===== src/logic/ptc_pkg.sv =====
//////////////////////////////////////////////////////////////////////////////
// Behaviour
// - Each port keeps the egress time of its last sent Delay_Req as seconds and nanoseconds in two read-only registers.
// - The kept Delay_Req egress time of a port is the value handed out for insertion into received Delay_Resp messages.
// - The kept Delay_Req seconds use only bits 3:0, bits 31:4 read as zero, and reset to zero.
// - The kept Delay_Req nanoseconds are a 30-bit read-only field in bits 29:0, reset to zero, bits 31:30 read as zero.
// - A 16-bit read-write upper-seconds field, reset to zero, supplies the top 16 seconds bits for one-step Sync insertion.
// - One upper-seconds value serves all ports.
// - A set falling-edge lock bit keeps a new falling-edge capture from overwriting while that input's flag is pending; locks reset to one.
// - A set rising-edge lock bit keeps a new rising-edge capture from overwriting while that input's flag is pending; locks reset to one.
// - With its falling enable set, a falling edge on an input captures the clock and sets that input's flag; enables reset to zero.
// - With its rising enable set, a rising edge on an input captures the clock and sets that input's flag; enables reset to zero.
// - Edge capture is provided on exactly eight inputs, each with its own enable and lock bits.
// - Port and input registers share one address space, chosen by a 3-bit bank field, a 2-bit port field and a 3-bit input field.
// - Eight rising and eight falling status bits show that a capture timestamp is available.
//////////////////////////////////////////////////////////////////////////////
package ptc_pkg;

   localparam int ADDR_W    = 9;
   localparam int DATA_W    = 32;
   localparam int NUM_GPIO  = 8;
   localparam int NUM_PORT  = 4;
   localparam int SEC_W     = 32;
   localparam int NS_W      = 30;
   localparam int DSEC_W    = 4;
   localparam int UPPER_W   = 16;
   localparam int BANK_W    = 3;
   localparam int PSEL_W    = 2;
   localparam int GSEL_W    = 3;

   // Byte offsets
   localparam logic [8:0] OFS_BANK_SEL     = 9'h104;
   localparam logic [8:0] OFS_IRQ_STATUS   = 9'h108;
   localparam logic [8:0] OFS_IRQ_MASK     = 9'h10C;
   localparam logic [8:0] OFS_CAP_CONFIG   = 9'h15C;
   localparam logic [8:0] OFS_RISE_SEC     = 9'h16C;
   localparam logic [8:0] OFS_RISE_NS      = 9'h170;
   localparam logic [8:0] OFS_FALL_SEC     = 9'h178;
   localparam logic [8:0] OFS_FALL_NS      = 9'h17C;
   localparam logic [8:0] OFS_DREQ_SEC     = 9'h178;
   localparam logic [8:0] OFS_DREQ_NS      = 9'h17C;
   localparam logic [8:0] OFS_SYNC_UPPER   = 9'h180;

   localparam logic [2:0] BANK_PORT = 3'h2;
   localparam logic [2:0] BANK_GPIO = 3'h3;

   // Field positions
   localparam int SEL_BANK_LSB  = 0;
   localparam int SEL_PORT_LSB  = 4;
   localparam int SEL_GPIO_LSB  = 8;
   localparam int CFG_RISE_EN   = 0;
   localparam int CFG_FALL_EN   = 8;
   localparam int CFG_RISE_LOCK = 16;
   localparam int CFG_FALL_LOCK = 24;
   localparam int STS_RISE_LSB  = 0;
   localparam int STS_FALL_LSB  = 8;

   // Reset values
   localparam logic [31:0] CAP_CONFIG_RST = 32'hFFFF_0000;
   localparam logic [15:0] SYNC_UPPER_RST = 16'h0000;
   localparam logic [15:0] IRQ_MASK_RST   = 16'h0000;

   // Timing
   localparam int CLK_PERIOD_NS = 10;
   localparam int MIN_LEVEL_NS  = 40;
   localparam int MIN_LEVEL_CYC =
      (MIN_LEVEL_NS + CLK_PERIOD_NS - 1) / CLK_PERIOD_NS;

   typedef struct packed {
      logic [SEC_W-1:0] sec;
      logic [NS_W-1:0]  ns;
   } ptc_stamp_t;

   typedef struct packed {
      logic [DSEC_W-1:0] sec;
      logic [NS_W-1:0]   ns;
   } ptc_dreq_t;

   localparam int STAMP_W = $bits(ptc_stamp_t);

endpackage


===== src/logic/ptc_stamp_mem.sv =====
`timescale 1ns/100ps
module ptc_stamp_mem
   import ptc_pkg::*;
#(
   parameter int DEPTH = NUM_GPIO,
   parameter int WIDTH = STAMP_W,
   parameter int AW    = $clog2(DEPTH)
)(
   input  wire logic             clk,      // System clock
   input  wire logic             reset,    // Synchronous reset
   input  wire logic [DEPTH-1:0] wr_en,    // One write enable per entry
   input  wire logic [WIDTH-1:0] wr_data,  // Shared write data
   input  wire logic [AW-1:0]    rd_addr,  // Read entry
   output logic      [WIDTH-1:0] rd_data   // Registered read data
);

   logic [WIDTH-1:0] mem_reg [DEPTH];
   logic [WIDTH-1:0] rd_data_reg;

   // All entries written in a cycle share one sample of the clock
   always_ff @(posedge clk) begin
      for (int i = 0; i < DEPTH; i++) begin
         if (reset) begin
            mem_reg[i] <= '0;
         end else if (wr_en[i]) begin
            mem_reg[i] <= wr_data;
         end
      end
   end

   always_ff @(posedge clk) begin
      if (reset) begin
         rd_data_reg <= '0;
      end else begin
         rd_data_reg <= mem_reg[rd_addr];
      end
   end

   assign rd_data = rd_data_reg;

endmodule


===== src/logic/ptc_top.sv =====
`timescale 1ns/100ps
module ptc_top
   import ptc_pkg::*;
(
   input  wire logic                clk,            // 100 MHz clock
   input  wire logic                reset,          // Synchronous reset
   input  wire logic [ADDR_W-1:0]   bus_addr,       // Register byte address
   input  wire logic [DATA_W-1:0]   bus_wdata,      // Write data
   input  wire logic                bus_wr,         // Write strobe
   input  wire logic                bus_rd,         // Read strobe
   output logic      [DATA_W-1:0]   bus_rdata,      // Read data, next cycle
   input  wire ptc_stamp_t          ptp_time,       // Running clock value
   input  wire logic                dreq_sent,      // Delay_Req egress pulse
   input  wire logic [PSEL_W-1:0]   dreq_port,      // Port of that egress
   input  wire logic [PSEL_W-1:0]   dresp_port,     // Port being answered
   output ptc_dreq_t                dresp_stamp,    // Stamp for Delay_Resp
   output logic      [UPPER_W-1:0]  sync_upper_sec, // Upper Sync seconds
   input  wire logic [NUM_GPIO-1:0] gpio_pin,       // Capture input pins
   output logic                     irq             // Level interrupt
);

   //////////////////////////////////////////////////////////////////////////
   // Registers

   logic [BANK_W-1:0]   bank_reg;
   logic [PSEL_W-1:0]   port_sel_reg;
   logic [GSEL_W-1:0]   gpio_sel_reg;
   logic [31:0]         cfg_reg;
   logic [UPPER_W-1:0]  sync_upper_reg;
   logic [15:0]         mask_reg;
   logic [15:0]         sts_reg;
   logic [15:0]         sts_next;
   logic                irq_reg;
   logic [DATA_W-1:0]   rdata_reg;
   ptc_dreq_t           dreq_reg [NUM_PORT];
   ptc_dreq_t           dresp_reg;
   logic [NUM_GPIO-1:0] gpio_meta_reg;
   logic [NUM_GPIO-1:0] gpio_sync_reg;
   logic [NUM_GPIO-1:0] gpio_prev_reg;

   //////////////////////////////////////////////////////////////////////////
   // Address decode

   wire in_port_bank = bank_reg == BANK_PORT;
   wire in_gpio_bank = bank_reg == BANK_GPIO;
   wire hit_sel      = bus_addr == OFS_BANK_SEL;
   wire hit_sts      = bus_addr == OFS_IRQ_STATUS;
   wire hit_mask     = bus_addr == OFS_IRQ_MASK;
   wire hit_cfg      = in_gpio_bank && bus_addr == OFS_CAP_CONFIG;
   wire hit_rsec     = in_gpio_bank && bus_addr == OFS_RISE_SEC;
   wire hit_rns      = in_gpio_bank && bus_addr == OFS_RISE_NS;
   wire hit_fsec     = in_gpio_bank && bus_addr == OFS_FALL_SEC;
   wire hit_fns      = in_gpio_bank && bus_addr == OFS_FALL_NS;
   wire hit_dsec     = in_port_bank && bus_addr == OFS_DREQ_SEC;
   wire hit_dns      = in_port_bank && bus_addr == OFS_DREQ_NS;
   wire hit_upper    = in_port_bank && bus_addr == OFS_SYNC_UPPER;

   //////////////////////////////////////////////////////////////////////////
   // Edge detection and capture

   wire [NUM_GPIO-1:0] rise_en   = cfg_reg[CFG_RISE_EN +: NUM_GPIO];
   wire [NUM_GPIO-1:0] fall_en   = cfg_reg[CFG_FALL_EN +: NUM_GPIO];
   wire [NUM_GPIO-1:0] rise_lock = cfg_reg[CFG_RISE_LOCK +: NUM_GPIO];
   wire [NUM_GPIO-1:0] fall_lock = cfg_reg[CFG_FALL_LOCK +: NUM_GPIO];
   wire [NUM_GPIO-1:0] sts_rise  = sts_reg[STS_RISE_LSB +: NUM_GPIO];
   wire [NUM_GPIO-1:0] sts_fall  = sts_reg[STS_FALL_LSB +: NUM_GPIO];

   wire [NUM_GPIO-1:0] rise_edge = gpio_sync_reg & ~gpio_prev_reg;
   wire [NUM_GPIO-1:0] fall_edge = ~gpio_sync_reg & gpio_prev_reg;
   wire [NUM_GPIO-1:0] rise_hit  = rise_edge & rise_en;
   wire [NUM_GPIO-1:0] fall_hit  = fall_edge & fall_en;
   // A locked, still-pending capture keeps its first timestamp
   wire [NUM_GPIO-1:0] rise_wr   = rise_hit & ~(rise_lock & sts_rise);
   wire [NUM_GPIO-1:0] fall_wr   = fall_hit & ~(fall_lock & sts_fall);

   // Pins cross into the clock domain through two flops before any use
   always_ff @(posedge clk) begin
      if (reset) begin
         gpio_meta_reg <= '0;
         gpio_sync_reg <= '0;
         gpio_prev_reg <= '0;
      end else begin
         gpio_meta_reg <= gpio_pin;
         gpio_sync_reg <= gpio_meta_reg;
         gpio_prev_reg <= gpio_sync_reg;
      end
   end

   ptc_stamp_t rise_rd;
   ptc_stamp_t fall_rd;

   // One shared sample of ptp_time feeds both seconds and nanoseconds
   ptc_stamp_mem #(.DEPTH(NUM_GPIO), .WIDTH(STAMP_W)) rise_mem (
      .clk     (clk),
      .reset   (reset),
      .wr_en   (rise_wr),
      .wr_data (ptp_time),
      .rd_addr (gpio_sel_reg),
      .rd_data (rise_rd)
   );

   ptc_stamp_mem #(.DEPTH(NUM_GPIO), .WIDTH(STAMP_W)) fall_mem (
      .clk     (clk),
      .reset   (reset),
      .wr_en   (fall_wr),
      .wr_data (ptp_time),
      .rd_addr (gpio_sel_reg),
      .rd_data (fall_rd)
   );

   //////////////////////////////////////////////////////////////////////////
   // Status and interrupt

   wire        sts_rd  = bus_rd && hit_sts;
   wire [15:0] sts_set = {fall_hit, rise_hit};
   // A capture in the clearing read's cycle survives the clear
   assign sts_next = (sts_rd ? 16'h0000 : sts_reg) | sts_set;

   always_ff @(posedge clk) begin
      if (reset) begin
         sts_reg <= '0;
         irq_reg <= 1'b0;
      end else begin
         sts_reg <= sts_next;
         irq_reg <= |(sts_next & mask_reg);
      end
   end

   //////////////////////////////////////////////////////////////////////////
   // Delay_Req egress store

   wire ptc_dreq_t dreq_new = '{sec: ptp_time.sec[DSEC_W-1:0],
                                ns:  ptp_time.ns};

   always_ff @(posedge clk) begin
      for (int p = 0; p < NUM_PORT; p++) begin
         if (reset) begin
            dreq_reg[p] <= '0;
         end else if (dreq_sent && dreq_port == PSEL_W'(p)) begin
            dreq_reg[p] <= dreq_new;
         end
      end
   end

   always_ff @(posedge clk) begin
      if (reset) begin
         dresp_reg <= '0;
      end else begin
         dresp_reg <= dreq_reg[dresp_port];
      end
   end

   //////////////////////////////////////////////////////////////////////////
   // Register writes

   always_ff @(posedge clk) begin
      if (reset) begin
         bank_reg     <= '0;
         port_sel_reg <= '0;
         gpio_sel_reg <= '0;
      end else if (bus_wr && hit_sel) begin
         bank_reg     <= bus_wdata[SEL_BANK_LSB +: BANK_W];
         port_sel_reg <= bus_wdata[SEL_PORT_LSB +: PSEL_W];
         gpio_sel_reg <= bus_wdata[SEL_GPIO_LSB +: GSEL_W];
      end
   end

   always_ff @(posedge clk) begin
      if (reset) begin
         cfg_reg <= CAP_CONFIG_RST;
      end else if (bus_wr && hit_cfg) begin
         cfg_reg <= bus_wdata;
      end
   end

   // Single copy for every port; never advanced by the block itself
   always_ff @(posedge clk) begin
      if (reset) begin
         sync_upper_reg <= SYNC_UPPER_RST;
      end else if (bus_wr && hit_upper) begin
         sync_upper_reg <= bus_wdata[UPPER_W-1:0];
      end
   end

   always_ff @(posedge clk) begin
      if (reset) begin
         mask_reg <= IRQ_MASK_RST;
      end else if (bus_wr && hit_mask) begin
         mask_reg <= bus_wdata[15:0];
      end
   end

   //////////////////////////////////////////////////////////////////////////
   // Read path

   ptc_dreq_t cur_dreq;
   assign cur_dreq = dreq_reg[port_sel_reg];
   wire [DSEC_W-1:0] cur_dsec = cur_dreq.sec;
   wire [NS_W-1:0]   cur_dns  = cur_dreq.ns;

   wire [DATA_W-1:0] sel_val = {21'h00_0000, gpio_sel_reg, 2'b00,
                                port_sel_reg, 1'b0, bank_reg};

   // Unmapped addresses read as zero
   wire [DATA_W-1:0] rd_value =
      hit_sel   ? sel_val :
      hit_sts   ? {16'h0000, sts_reg} :
      hit_mask  ? {16'h0000, mask_reg} :
      hit_cfg   ? cfg_reg :
      hit_rsec  ? rise_rd.sec :
      hit_rns   ? {2'b00, rise_rd.ns} :
      hit_fsec  ? fall_rd.sec :
      hit_fns   ? {2'b00, fall_rd.ns} :
      hit_dsec  ? {28'h000_0000, cur_dsec} :
      hit_dns   ? {2'b00, cur_dns} :
      hit_upper ? {16'h0000, sync_upper_reg} :
                  32'h0000_0000;

   always_ff @(posedge clk) begin
      if (reset) begin
         rdata_reg <= '0;
      end else if (bus_rd) begin
         rdata_reg <= rd_value;
      end
   end

   assign bus_rdata      = rdata_reg;
   assign dresp_stamp    = dresp_reg;
   assign sync_upper_sec = sync_upper_reg;
   assign irq            = irq_reg;

   //////////////////////////////////////////////////////////////////////////
   // Checks

   chk_dreq_record: assert property (
      @(posedge clk) disable iff (reset)
      dreq_sent |=> dreq_reg[$past(dreq_port)] == $past(dreq_new))
      else $error("Delay_Req egress time not recorded");

   chk_dresp_path: assert property (
      @(posedge clk) disable iff (reset)
      (dreq_sent && dreq_port == dresp_port && $stable(dresp_port))
      ##1 $stable(dresp_port)
      |=> dresp_reg == $past(dreq_new, 2))
      else $error("Delay_Resp stamp differs from recorded egress");

   chk_dsec_reserved: assert property (
      @(posedge clk) disable iff (reset)
      bus_rd && hit_dsec
      |=> bus_rdata[31:4] == 28'h000_0000
          && bus_rdata[3:0] == $past(cur_dsec))
      else $error("Delay_Req seconds read wrong");

   chk_dns_reserved: assert property (
      @(posedge clk) disable iff (reset)
      bus_rd && hit_dns
      |=> bus_rdata[31:30] == 2'b00
          && bus_rdata[29:0] == $past(cur_dns))
      else $error("Delay_Req nanoseconds read wrong");

   chk_upper_write: assert property (
      @(posedge clk) disable iff (reset)
      bus_wr && hit_upper
      |=> sync_upper_sec == 16'($past(bus_wdata)))
      else $error("Upper seconds not written");

   // Watches the stored stamp itself, not the enable that guards it
   chk_fall_lock: assert property (
      @(posedge clk) disable iff (reset)
      fall_lock[gpio_sel_reg] && sts_fall[gpio_sel_reg]
         && fall_edge[gpio_sel_reg]
      |=> fall_mem.mem_reg[$past(gpio_sel_reg)]
          == $past(fall_mem.mem_reg[gpio_sel_reg]))
      else $error("Locked falling capture was overwritten");

   chk_rise_lock: assert property (
      @(posedge clk) disable iff (reset)
      rise_lock[gpio_sel_reg] && sts_rise[gpio_sel_reg]
         && rise_edge[gpio_sel_reg]
      |=> rise_mem.mem_reg[$past(gpio_sel_reg)]
          == $past(rise_mem.mem_reg[gpio_sel_reg]))
      else $error("Locked rising capture was overwritten");

   chk_fall_capture: assert property (
      @(posedge clk) disable iff (reset)
      |fall_hit |=> (sts_fall & $past(fall_hit)) == $past(fall_hit))
      else $error("Falling capture flag not set");

   chk_rise_capture: assert property (
      @(posedge clk) disable iff (reset)
      |rise_hit |=> (sts_rise & $past(rise_hit)) == $past(rise_hit))
      else $error("Rising capture flag not set");

   chk_irq_level: assert property (
      @(posedge clk) disable iff (reset)
      (|(sts_reg & mask_reg)) && !sts_rd |=> irq)
      else $error("Interrupt low with unmasked status set");

endmodule


===== config.mk =====
export PLATFORM = sky130hd
export DESIGN_NAME = ptc_top
export DESIGN_NICKNAME = d
export VERILOG_FILES = /design/src/logic/ptc_pkg.sv /design/src/logic/ptc_stamp_mem.sv /design/src/logic/ptc_top.sv
export SDC_FILE = /design/constraint.sdc
export NUM_CORES = 2
export LEC_CHECK = 0
export BUFFER_PORTS_ARGS = -buffer_cell sky130_fd_sc_hd__clkbuf_2
export CAP_MARGIN = 20
export CORE_UTILIZATION = 56
export DETAILED_ROUTE_END_ITERATION = 12
export HOLD_SLACK_MARGIN = 0.02
export MAX_ROUTING_LAYER = met4
export PLACE_DENSITY = 0.84
export SKIP_LAST_GASP = 1
export SYNTH_ARGS = -nofsm -noshare
export SYNTH_HDL_FRONTEND = slang
export SYNTH_SLANG_ARGS = --single-unit

===== constraint.sdc =====
create_clock -name clk -period 3.1 [get_ports clk]
set_input_delay 0.155 -clock clk [delete_from_list [all_inputs] [get_ports clk]]
set_output_delay 0.155 -clock clk [all_outputs]
set_load 0.01 [all_outputs]

==> results.json <==
{
  "outcome": "finished with violations",
  "failing_checks": "design-rule violations",
  "cts_hold_repair.buffers": 93,
  "grt_max_degree": 90,
  "setup_viol": 0,
  "final-seq-area_sq_um": 40000,
  "irDropWorstVdd_mv": 0.613,
  "final.setup.tns_ps": 0,
  "route.detailed.wl_per_inst_um": 30.5,
  "cts_tree": "yes",
  "flow.area_growth_from_synthesis_pct": 14.4,
  "place_congestion": 1.03,
  "drt-initial-drc-count": 5830,
  "avgViaCountPerCell": 6.44,
  "yosysSeqAreaShare": 0.642,
  "max_slew_margin": 0.308,
  "cts.reportedPaths.clkPinSlew_ps": 60,
  "clkLatencyLatePin_ps": 780,
  "grt.total_usage": 0.345,
  "dp_hpwl_mm": 118,
  "grt_pass1_wl_mm": 269,
  "final_antenna_net_count": 0,
  "antenna_found_initial": 17,
  "critPathLaunchType": "flip-flop",
  "num_io_pins": 203,
  "maxCapViolCount": 0,
  "min_from": "ptp_time[19]",
  "critPathMaxFanout": 32,
  "portbufs": 202,
  "place_worst_setup_slack_ps": 670,
  "intPower_mw": 32.1,
  "cts_buffers": 144,
  "cellPowerDensity_nw_per_um2": 577,
  "timing.critical_path.required_ps": 3810,
  "reg2reg_slack_ps": 350,
  "period_minus_slack_ps": 2750,
  "crit_path_end_kind": "flip-flop",
  "synth_nets": 4471,
  "fp.dieArea_sq_um": 113000,
  "cts-htree-levels": 4,
  "syn_avg_cell_area_sq_um": 14.3,
  "wire_length_after_detailed_routing_mm": 188,
  "sw_share": 0.220,
  "hold_path_end": "fall_mem.mem_reg[4][19]$_SDFFCE_PN0P_",
  "fp.coreArea_sq_um": 111000,
  "cells_after_synth": 4351,
  "postCtsSetupRepairBufs": 0,
  "total_leakage_power_nw": 25.6,
  "final_layout_size_suffix_gt1_frac": 0.199,
  "clk_path_buf_depth": 3,
  "crit-reg2reg-launch": "bank_reg[0]$_SDFFE_PP0P_",
  "finalNetCount": 4669,
  "drt-pass1-iter-count": 11,
  "tightestPinTransition_ps": 1040,
  "synthesis.yosys.warnings": 0,
  "netSwitchingPower_mw": 9.05,
  "async_reset_ff_frac": 0,
  "postCtsResizedCells": 0,
  "multi_input_comb_area_sq_um": 21000,
  "finClkSkew_ps": 36.6,
  "fraction_of_power_consumed_by_combinational_cells": 0.047,
  "worst-setup-path-type": "reg -> reg",
  "initial_core_util": 0.564,
  "reg2regPathDepth": 8,
  "detail_route.drc_violations": 2,
  "timing.hold.worst.class": "in -> reg",
  "vias_in_the_first_global_route": 39118,
  "synth_seq_cells": 1433,
  "final_design_area_no_fill_sq_um": 71300,
  "distinct_cell_type_count_of_the_synthesized_netlist": 68,
  "arrival_time_of_data_at_the_critical_path_endpoint_ps": 3460,
  "number_of_fill_cells_in_the_layout": 7449,
  "fin_ws_ps": 355,
  "clk_root_buffer_cell": "sky130_fd_sc_hd__clkbuf_16",
  "die-width_um": 336,
  "fp-row-count": 122,
  "fp.dieH_um": 336,
  "final.hold.worst_slack_ps": 35.3,
  "dpl_cell_area_sq_um": 65600,
  "hold_viol_final": 0,
  "synth_edf_count": 1128,
  "synthesis.area_sq_um": 62300,
  "finalPower_mw": 41.2,
  "hold_path_depth": 2,
  "final-max-slew-violation-count": 0,
  "fmax_mhz": 364,
  "rsz_0062_raised_after_global_routing": "no",
  "clock-sinks": 1433,
  "ys_dominant_reg_cell": "sky130_fd_sc_hd__edfxtp_1",
  "power.share.sequential": 0.526,
  "period_share": 0.886,
  "clock_power_share": 0.427,
  "grt_overflow": 0,
  "vias": 39710,
  "crit-reg2reg-capture": "cfg_reg[24]$_SDFFE_PP1P_"
}
kinds of logic after synthesis:
group	count (synthesis)	share of synthesized area
mux	465	0.138
compound gates	292	0.0323
flops	1433	0.642
simple gates	1756	0.163
buf+inv	405	0.0253
power by group through the flow:
stage	Combinational [mW]	Clock, mW	Sequential (mW)
2_1_floorplan	0.932	0	21.9
3_3_place_gp	1.75	0	22.0
3_5_place_dp	1.78	0	22.0
4_1_cts	1.89	17.6	21.7
5_1_grt	1.99	18.3	21.7
6_report	1.93	17.6	21.7
cells in the final DEF (no fill, tap or decap), types with 13 or more instances in the layout:
master                          synthesis  routed
sky130_fd_sc_hd__and2_1              1130    1130
sky130_fd_sc_hd__edfxtp_1            1128    1128
sky130_fd_sc_hd__mux4_2               316     316
sky130_fd_sc_hd__dfxtp_1              305     301
sky130_fd_sc_hd__nand2_1              217     217
sky130_fd_sc_hd__clkbuf_2               0     203
sky130_fd_sc_hd__nor2_1               185     169
sky130_fd_sc_hd__clkbuf_16              0     149
sky130_fd_sc_hd__mux2i_1              148     148
sky130_fd_sc_hd__buf_4                  0     101
sky130_fd_sc_hd__dlygate4sd3_1          0      93
sky130_fd_sc_hd__nor2b_1               68      66
sky130_fd_sc_hd__a21oi_1               60      60
sky130_fd_sc_hd__buf_12                 0      43
sky130_fd_sc_hd__o21ai_0               40      40
sky130_fd_sc_hd__clkbuf_1             318      40
sky130_fd_sc_hd__a22oi_1               39      39
sky130_fd_sc_hd__nand3b_1              28      28
sky130_fd_sc_hd__o22ai_1               27      27
sky130_fd_sc_hd__o211ai_1              24      24
sky130_fd_sc_hd__clkinv_2               0      20
sky130_fd_sc_hd__clkbuf_8               0      19
sky130_fd_sc_hd__inv_1                 18      18
sky130_fd_sc_hd__a221oi_1              17      17
sky130_fd_sc_hd__or4_1                 16      16
sky130_fd_sc_hd__nor2_4                 0      15
sky130_fd_sc_hd__clkinv_1               0      15
sky130_fd_sc_hd__nand2b_4               0      14
sky130_fd_sc_hd__a21o_1                13      13
worst max-delay path, cell delays in order (launching register included):
cell	delay, ps
sky130_fd_sc_hd__dfxtp_1	420
sky130_fd_sc_hd__and3b_1	470
sky130_fd_sc_hd__nand4_1	150
sky130_fd_sc_hd__buf_4	240
sky130_fd_sc_hd__nor3_2	130
sky130_fd_sc_hd__buf_4	450
sky130_fd_sc_hd__nand2_1	130
sky130_fd_sc_hd__nand3b_1	120
sky130_fd_sc_hd__dlygate4sd3_1	540
worst max-delay path by stage:
stage | cells after the start | start | to
after floorplan | 4 | reset | fall_mem.mem_reg[0][0]$_SDFFCE_PN0P_
after global placement | 7 | bus_addr[2] | bus_rdata[8]$_SDFFE_PP0P_
after detailed placement | 6 | flip-flop | bus_rdata[2]$_SDFFE_PP0P_
after CTS | 8 | bank_reg[1]$_SDFFE_PP0P_ | cfg_reg[23]$_SDFFE_PP1P_
after global routing | 8 | bank_reg[1]$_SDFFE_PP0P_ | cfg_reg[24]$_SDFFE_PP1P_
final | 8 | bank_reg[0]$_SDFFE_PP0P_ | cfg_reg[24]$_SDFFE_PP1P_
synthesized netlist by cell type, types with 39 or more instances:
library cell                  n  area (sq um)
sky130_fd_sc_hd__nor2_1     185           694
sky130_fd_sc_hd__buf_2       40           200
sky130_fd_sc_hd__a21oi_1     60           300
sky130_fd_sc_hd__nand2_1    217           815
sky130_fd_sc_hd__and2_1    1130          7070
sky130_fd_sc_hd__a22oi_1     39           293
sky130_fd_sc_hd__o21ai_0     40           200
sky130_fd_sc_hd__clkbuf_1   318          1190
sky130_fd_sc_hd__dfxtp_1    305          6110
sky130_fd_sc_hd__mux2i_1    148          1480
sky130_fd_sc_hd__nor2b_1     68           425
sky130_fd_sc_hd__mux4_2     316          7120
sky130_fd_sc_hd__edfxtp_1  1128         33900
layout make-up:
class,instances,area share
diodes,12,0.000421
clock buffers,210,0.0582
clock inverters,56,0.00846
inverters,18,0.000948
multi-input cells,2513,0.295
flip-flops and latches,1433,0.561
well taps,1488,0.0261
repair buffers,439,0.0501
metal layers:
layer | vias up | GRT usage | wire (um)
met5 | - | - | 0
met4 | 0 | 0.187 | 12000
met3 | 629 | 0.0885 | 24400
met2 | 3006 | 0.515 | 85700
met1 | 19829 | 0.434 | 66300
li1 | 16246 | - | -
stage by stage:
| step | util | std cells |
|---|---|---|
| after floorplan | - | 4351 |
| after global placement | 0.593 | 5797 |
| after detailed placement | 0.593 | 5797 |
| after CTS | 0.645 | 6156 |
| after global routing | 0.645 | 6168 |
| final | 0.645 | 6169 |
No activity file was read; power rests on OpenSTA's default activity.
